==> src/logic/cso_regs.vh <==
/*
  Register map, field positions and reset values of the clock source and
  debug clock output controller.
  Assumes a Wishbone slave with 32-bit data and word-aligned byte addresses.
*/
`ifndef CSO_REGS_VH
`define CSO_REGS_VH

// ****************************************
// Register word indices
// ****************************************
// Printed offsets include an odd one and are not all multiples of four, so they are indices.
`define CSO_IDX_SLEW 16'h1C16
`define CSO_IDX_PULL 16'h1C18
`define CSO_IDX_CLKCFG 16'h1C20
`define CSO_IDX_STATUS3 16'h1C21
`define CSO_IDX_USBCTL 16'h1C22
`define CSO_ADDR_W 18

// ****************************************
// Fields
// ****************************************
`define CSO_CLKCFG_SRC_LSB 0
`define CSO_CLKCFG_SRC_W 4
`define CSO_ST3_CLOCK_PIN_OFF_BIT_BIT 2
`define CSO_PULL_EXTERNAL_CLOCK_INPUT_BIT 0
`define CSO_USB_OSC_BIT 0
`define CSO_USB_REG_BIT 1
`define CSO_USB_SEL_BIT 2

// ****************************************
// Reset values
// ****************************************
`define CSO_RST_SLEW 16'h0000
`define CSO_RST_PULL 16'h0001
`define CSO_RST_CLKCFG 16'h0000
`define CSO_RST_ST3 16'h0000

`endif

==> src/logic/cso_ctrl.v <==
/*
  Clock source and debug clock output controller with Wishbone registers.
  Assumes CLK_SEL is a board strap and the taps come from the clock generator.
*/
// Notes on behaviour
// - Tap select field picks debug clock source.
// - Slew register drives debug pin slew control.
// - Clock-off tri-states pin, enables pull-down.
// - Pin enabled from reset until boot writes.
// - Strap 0 picks USB oscillator, 1 external.
// - Strap 0 forces USB oscillator, regulator on.
// - Strap 1: both off at reset, writable.
// - External clock pull-down register, off after reset.
`include "cso_regs.vh"
module cso_ctrl #(
  parameter N_TAPS = 16
) (
  // Clock and reset
  input wire REF_CLK,
  input wire RESET_N,
  // Wishbone slave
  input wire WB_CYC_I,
  input wire WB_STB_I,
  input wire WB_WE_I,
  input wire [`CSO_ADDR_W-1:0] WB_ADR_I,
  input wire [3:0] WB_SEL_I,
  input wire [31:0] WB_DAT_I,
  output reg [31:0] WB_DAT_O,
  output reg WB_ACK_O,
  // Clock source
  input wire CLK_SEL,
  input wire [N_TAPS-1:0] CLK_TAPS,
  output reg SYS_SRC_EXT,
  output reg USB_OSC_EN,
  output reg USB_REG_EN,
  output reg EXTERNAL_CLOCK_INPUT_PD_EN,
  // Debug clock output pin
  output reg DBG_CLK_OUT,
  output reg DBG_CLK_OE,
  output reg DBG_CLK_PD_EN,
  output reg [15:0] DBG_CLK_SLEW
);

  // ****************************************
  // Bus decode
  // ****************************************
  wire req = WB_CYC_I & WB_STB_I & ~WB_ACK_O;
  // Writes land on the edge at which the master samples ack, not one edge earlier.
  wire wr = WB_CYC_I & WB_STB_I & WB_ACK_O & WB_WE_I;
  wire [15:0] idx = WB_ADR_I[`CSO_ADDR_W-1:2];
  wire lo_we = wr & WB_SEL_I[0];
  wire hi_we = wr & WB_SEL_I[1];

  reg [15:0] slew_q;
  reg [15:0] pull_q;
  reg [15:0] clkcfg_q;
  reg [15:0] st3_q;
  reg usb_osc_q;
  reg usb_reg_q;
  reg strap_q;
  reg strap_done_q;

  function [15:0] merge16;
    input [15:0] old;
    input [15:0] nv;
    input lo;
    input hi;
    begin
      merge16 = {hi ? nv[15:8] : old[15:8], lo ? nv[7:0] : old[7:0]};
    end
  endfunction

  // ****************************************
  // Strap capture
  // ****************************************
  // The strap is taken once after release; later pin changes are ignored.
  always @(posedge REF_CLK or negedge RESET_N) begin
    if (!RESET_N) begin
      strap_q <= 1'b0;
      strap_done_q <= 1'b0;
    end else if (!strap_done_q) begin
      strap_q <= CLK_SEL;
      strap_done_q <= 1'b1;
    end
  end

  // ****************************************
  // Registers
  // ****************************************
  always @(posedge REF_CLK or negedge RESET_N) begin
    if (!RESET_N) begin
      slew_q <= `CSO_RST_SLEW;
      pull_q <= `CSO_RST_PULL;
      clkcfg_q <= `CSO_RST_CLKCFG;
      st3_q <= `CSO_RST_ST3;
    end else if (idx == `CSO_IDX_SLEW) begin
      slew_q <= merge16(slew_q, WB_DAT_I[15:0], lo_we, hi_we);
    end else if (idx == `CSO_IDX_PULL) begin
      pull_q <= merge16(pull_q, WB_DAT_I[15:0], lo_we, hi_we);
    end else if (idx == `CSO_IDX_CLKCFG) begin
      clkcfg_q <= merge16(clkcfg_q, WB_DAT_I[15:0], lo_we, hi_we);
    end else if (idx == `CSO_IDX_STATUS3) begin
      st3_q <= merge16(st3_q, WB_DAT_I[15:0], lo_we, hi_we);
    end
  end

  // USB oscillator and regulator: forced on with strap 0, free with strap 1.
  // Both read off until the strap is known, so strap 1 starts them disabled.
  always @(posedge REF_CLK or negedge RESET_N) begin
    if (!RESET_N) begin
      usb_osc_q <= 1'b0;
      usb_reg_q <= 1'b0;
    end else if (strap_done_q && !strap_q) begin
      usb_osc_q <= 1'b1;
      usb_reg_q <= 1'b1;
    end else if (!strap_done_q) begin
      usb_osc_q <= ~CLK_SEL;
      usb_reg_q <= ~CLK_SEL;
    end else if (lo_we && idx == `CSO_IDX_USBCTL) begin
      usb_osc_q <= WB_DAT_I[`CSO_USB_OSC_BIT];
      usb_reg_q <= WB_DAT_I[`CSO_USB_REG_BIT];
    end
  end

  // ****************************************
  // Read data and acknowledge
  // ****************************************
  reg [15:0] rd_d;
  always @* begin
    case (idx)
      `CSO_IDX_SLEW: rd_d = slew_q;
      `CSO_IDX_PULL: rd_d = pull_q;
      `CSO_IDX_CLKCFG: rd_d = clkcfg_q;
      `CSO_IDX_STATUS3: rd_d = st3_q;
      `CSO_IDX_USBCTL: rd_d = {13'h0000, strap_q, usb_reg_q, usb_osc_q};
      default: rd_d = 16'h0000;
    endcase
  end

  always @(posedge REF_CLK or negedge RESET_N) begin
    if (!RESET_N) begin
      WB_ACK_O <= 1'b0;
      WB_DAT_O <= 32'h00000000;
    end else begin
      WB_ACK_O <= req;
      WB_DAT_O <= req ? {16'h0000, rd_d} : 32'h00000000;
    end
  end

  // ****************************************
  // Pin and clock-source outputs
  // ****************************************
  wire tap_sel;
  wire pin_out_d;
  wire pin_oe_d;
  wire pin_pd_d;

  cso_tap_mux #(
    .N_TAPS(N_TAPS),
    .SEL_W(`CSO_CLKCFG_SRC_W)
  ) u_mux (
    .taps(CLK_TAPS),
    .sel(clkcfg_q[`CSO_CLKCFG_SRC_LSB +: `CSO_CLKCFG_SRC_W]),
    .tap_out(tap_sel)
  );

  cso_pin_ctl u_pin (
    .pin_off(st3_q[`CSO_ST3_CLOCK_PIN_OFF_BIT_BIT]),
    .data_in(tap_sel),
    .pin_out(pin_out_d),
    .pin_oe(pin_oe_d),
    .pin_pd_en(pin_pd_d)
  );

  always @(posedge REF_CLK or negedge RESET_N) begin
    if (!RESET_N) begin
      DBG_CLK_OUT <= 1'b0;
      DBG_CLK_OE <= 1'b1;
      DBG_CLK_PD_EN <= 1'b0;
      DBG_CLK_SLEW <= `CSO_RST_SLEW;
      SYS_SRC_EXT <= 1'b0;
      USB_OSC_EN <= 1'b0;
      USB_REG_EN <= 1'b0;
      EXTERNAL_CLOCK_INPUT_PD_EN <= 1'b0;
    end else begin
      DBG_CLK_OUT <= pin_out_d;
      DBG_CLK_OE <= pin_oe_d;
      DBG_CLK_PD_EN <= pin_pd_d;
      DBG_CLK_SLEW <= slew_q;
      SYS_SRC_EXT <= strap_done_q ? strap_q : CLK_SEL;
      USB_OSC_EN <= usb_osc_q;
      USB_REG_EN <= usb_reg_q;
      // Pull-inhibit bit set means the pull-down is off.
      EXTERNAL_CLOCK_INPUT_PD_EN <= ~pull_q[`CSO_PULL_EXTERNAL_CLOCK_INPUT_BIT];
    end
  end

endmodule // cso_ctrl

==> src/logic/cso_pin_ctl.v <==
/*
  Output driver control for one tri-state pin with automatic pull-down.
  Assumes the enclosing module registers all outputs it passes on.
*/
module cso_pin_ctl (
  // Control
  input wire pin_off,
  input wire data_in,
  // Pad
  output wire pin_out,
  output wire pin_oe,
  output wire pin_pd_en
);

  assign pin_oe = ~pin_off;
  assign pin_out = pin_off ? 1'b0 : data_in;
  assign pin_pd_en = pin_off;

endmodule // cso_pin_ctl

==> src/logic/cso_tap_mux.v <==
/*
  Selects one of several clock-generator taps for the debug clock output.
  Assumes taps are synchronous levels in the REF_CLK domain.
*/
module cso_tap_mux #(
  parameter N_TAPS = 16,
  parameter SEL_W = 4
) (
  // Taps
  input wire [N_TAPS-1:0] taps,
  input wire [SEL_W-1:0] sel,
  // Result
  output wire tap_out
);

  // Out-of-range selections return a quiet low.
  assign tap_out = (sel < N_TAPS) ? taps[sel] : 1'b0;

endmodule // cso_tap_mux

==> config.mk <==
export PLATFORM = sky130hd
export DESIGN_NAME = cso_ctrl
export DESIGN_NICKNAME = d
export VERILOG_FILES = /design/src/logic/cso_ctrl.v /design/src/logic/cso_pin_ctl.v /design/src/logic/cso_tap_mux.v
export VERILOG_INCLUDE_DIRS = /design/src /design/src/logic
export SDC_FILE = /design/constraint.sdc
export NUM_CORES = 1
export LEC_CHECK = 0
export BUFFER_PORTS_ARGS = -buffer_cell sky130_fd_sc_hd__buf_2
export CELL_PAD_IN_SITES_DETAIL_PLACEMENT = 1
export CELL_PAD_IN_SITES_GLOBAL_PLACEMENT = 2
export CORE_MARGIN = 3
export CORE_UTILIZATION = 30
export DETAILED_ROUTE_END_ITERATION = 12
export GPL_ROUTABILITY_DRIVEN = 1
export PLACE_DENSITY = 0.72
export SETUP_SLACK_MARGIN = 0.05
export SLEW_MARGIN = 20
export SYNTH_ARGS = -nofsm -noshare
export SYNTH_HDL_FRONTEND = slang
export SYNTH_SLANG_ARGS = --single-unit
==> constraint.sdc <==
create_clock -name REF_CLK -period 2.2 [get_ports REF_CLK]
set_clock_uncertainty 0.2 [all_clocks]
set_input_delay 0.44 -clock REF_CLK [delete_from_list [all_inputs] [get_ports REF_CLK]]
set_output_delay 0.44 -clock REF_CLK [all_outputs]
set_load 0.05 [all_outputs]
==> impl_metrics.csv <==
group,metric,value,unit
run_status,outcome,"finished clean",
synth,synthCells,346,
clock_tree,clk_pin_slew,0.08,ns
layout,areaGrowthSynthToFinish,29.7,%
worst_hold_path,hp-class,"in -> reg",
setup_path,crit_arrival,2.21,ns
job,maxCapViolations,0,
drt,totalWireLength,12100,µm
synth,async_reset_ff_share,100,%
setup_path,critPathMaxStageDelay,0.57,ns
setup_path,rr_worst_depth,3,
setup_path,critPathRequiredTime,2.22,ns
floorplanning,start_util,30.8,%
power,peakVddDrop,0.318,mV
global_route,grt_use_met2,24.5,%
synth,synthDistinctLibCells,49,
drt,drt_iter0_markers,109,
sta,finalMaxSlewViolations,0,
drt,antenna_left,0,
clock_tree,htreeDepth,3,
setup_path,worstPathCellList,"buf_6 -> or4b_4 -> or4_4 -> nor2_8 -> mux2_2",
drt,via_count,3329,
power,power.leakage,0.00303,µW
sta,report.final.hold_viol_count,0,
placement,finalWeightedCongestion,0.779,
clock_tree,cts_tree,"yes",
setup_path,cp_num_cells,5,
drt,via_per_inst,4.82,
floorplanning,die_h,131,µm
global_route,gr-total-overflow,0,
synth,synthTopCellsByCount,"105 x dfrtp_1, 79 x mux2_2, 19 x nand4_1, 17 x buf_4, 17 x nand3_1",
clock_tree,cts_buffers,9,
global_route,met1_usage,17.8,%
floorplanning,io_pins,132,
global_route,grt_max_degree,42,
synth,syn_avg_cell_area,13.6,µm²
clock_tree,cts_root_buffer,"clkbuf_16",
setup_path,end_kind,"flop",
setup_path,path_class,"in -> reg",
power,pwr_density_cell,634,nW/µm²
global_route,track_usage,14.3,%
synth,yosysTopAreaCell,"dfrtp_1",
setup_path,path_buf_inv,1,
synth,synthTopCellsByArea,"dfrtp_1 56%, mux2_2 19%, buf_4 2.7%",
floorplanning,fp-row-count,45,
clock_tree,clkLatencyLatePin,0.35,ns
synth,synthFlopType,"dfrtp_1",
global_route,antenna_found_initial,0,
setup_path,cpMaxStageDelayCell,"or4b_4",
drt,wire_per_inst,17.6,µm
synth,synth.most_common_cell,"dfrtp_1",
setup_path,crit_family,"simple AND/OR/NAND/NOR gates",
setup_path,path_max_fanout,8,
clock_tree,cts.sinks,107,
placement,io_buffers,95,
sta,finalSetupViolations,0,
sta,max_freq,458,MHz
synth,syn_area,4720,µm²
clock_tree,clockBufferDepth,2,
global_route,grt.busiest_layer,"met2",
floorplanning,design.core.area,15300,µm²
synth,ys_ff_latch,107,
drt,firstDrtPassIters,4,
global_route,use_met3,2.37,%
placement,place_hpwl,8860,µm
sta,post-route-min-period,2.18,ns
floorplanning,fp.dieW,131,µm
global_route,grt_pass1_vias,3683,
worst_hold_path,whs_path_depth,3,
setup_path,cp-start-kind,"input port",
sta,period_share,99.2,%
layout,design_area,6120,µm²
synth,ys_seq_area_share,56.8,%
sta,rsz0062_at_grt,"yes",
synth,synth_top_area_share,55.7,%
placement,dpl_cell_area,5780,µm²
synth,synth_edf_count,0,
layout,nNetsFinal,551,
global_route,grt_pass1_wl,19700,µm
sta,whs,0.134,ns
floorplanning,die_area,17300,µm²
drt,drc,0,
synth,yosys_warnings,0,
layout,drive_above_1_share,52.4,%
layout,n_antenna_cell,0,
sta,finalSetupTns,0,ns
-- flip-flops by register name, indices dropped and copies added, names as in the netlist --
name	cells
SYS_SRC_EXT	1
pull_q	16
usb_reg_q	1
strap_done_q	1
st3_q	16
clkcfg_q	16
DBG_CLK_PD_EN	1
slew_q	16
USB_OSC_EN	1
WB_ACK_O	1
USB_REG_EN	1
WB_DAT_O	16
DBG_CLK_OE	1
DBG_CLK_SLEW	16
usb_osc_q	1
DBG_CLK_OUT	1
EXTERNAL_CLOCK_INPUT_PD_EN	1
-- stage by stage --
step	total power (µW)	worst slack, ns	util (%)	instances
finish	3880	0.0176	39.9	690
global route	4030	0.00232	39.9	690
CTS	3930	0.0151	39.7	689
detailed placement	2320	-0.359	37.8	673
global placement	2310	-0.336	37.8	673
floorplan	2180	-0.259	-	361
-- layer usage --
metal | wire length [µm] | vias to the layer above | part of all wire, %
met1 | 5170 | 1724 | 43
met3 | 553 | 15 | 4.6
met5 | 0 | - | 0
met4 | 240 | 0 | 2.0
li1 | - | 1503 | -
met2 | 6160 | 87 | 51
-- power by group --
part	switching, µW	internal, µW
clock network	714	881
registers	7.26	1980
logic	207	91.8
-- placed cells by master, fill, tap and decap left out, types with 2 or more instances in the layout --
cell	n
nor3b_1	2
inv_1	3
a31oi_1	13
clkinv_2	2
nor2_1	3
mux2_2	54
buf_4	33
a21oi_1	3
a2bb2oi_1	3
or4_1	2
nor3_2	2
dfrtp_1	105
buf_12	7
mux4_2	5
nand3_1	17
a22oi_1	3
clkbuf_16	9
nand4_1	19
inv_6	2
nor2b_1	2
nor2_8	2
buf_6	2
buf_2	93
conb_1	17
and4_1	2
nand2_1	14
and2_1	3
mux2_4	26
a41oi_1	2
dfstp_2	2
o21ai_1	2
nor4_4	2
-- worst paths after layout --
kind / slack [ns] / start / endpoint
worst min-delay path: 0.13 / WB_STB_I / WB_ACK_O$_DFF_PN0_
min in group asynchronous: 0.29 / RESET_N / SYS_SRC_EXT$_DFFE_PN0N_
worst max-delay path: 0.02 / WB_ADR_I[9] / st3_q[5]$_DFFE_PN0P_
worst min register to register: 0.21 / slew_q[6]$_DFFE_PN0P_ / DBG_CLK_SLEW[6]$_DFF_PN0_
max in group asynchronous: 0.86 / RESET_N / DBG_CLK_SLEW[12]$_DFF_PN0_
worst max register to register: 0.19 / clkcfg_q[0]$_DFFE_PN0P_ / DBG_CLK_OUT$_DFF_PN0_
-- kinds of logic after synthesis --
group	share of synthesized area, %
other	0.159
AND/OR/NAND/NOR	12.7
flip-flops	56.8
AO/OA/AOI/OAI	4.30
multiplexers	21.5
buffers and inverters	4.54
-- cell type report --
| cell class | count | area [µm²] |
|---|---|---|
| Fill cell | 1670 | 9200 |
| Sequential cell | 107 | 2680 |
| Multi-Input combinational cell | 218 | 1990 |
| Timing Repair Buffer | 136 | 886 |
| Tap cell | 211 | 264 |
| Clock buffer | 9 | 225 |
| Clock inverter | 6 | 65.1 |
| Inverter | 3 | 11.3 |
-- repair_timing --
item | 4_1_cts | 5_1_grt
setup buffers | 0 | 1
cloned | 0 | 0
resized for setup | 1 | 6
endpoints found under the hold margin | 13 | 0
endpoints found under the setup margin | 18 | 37
hold buffers | 1 | 0
-- worst register-to-register path, stage by stage (launching register included) --
cell and delay [ns]:
dfrtp_1 0.54, mux4_2 0.55, mux4_2 0.45, and2_1 0.16
Power figures use the tool's default switching activity.
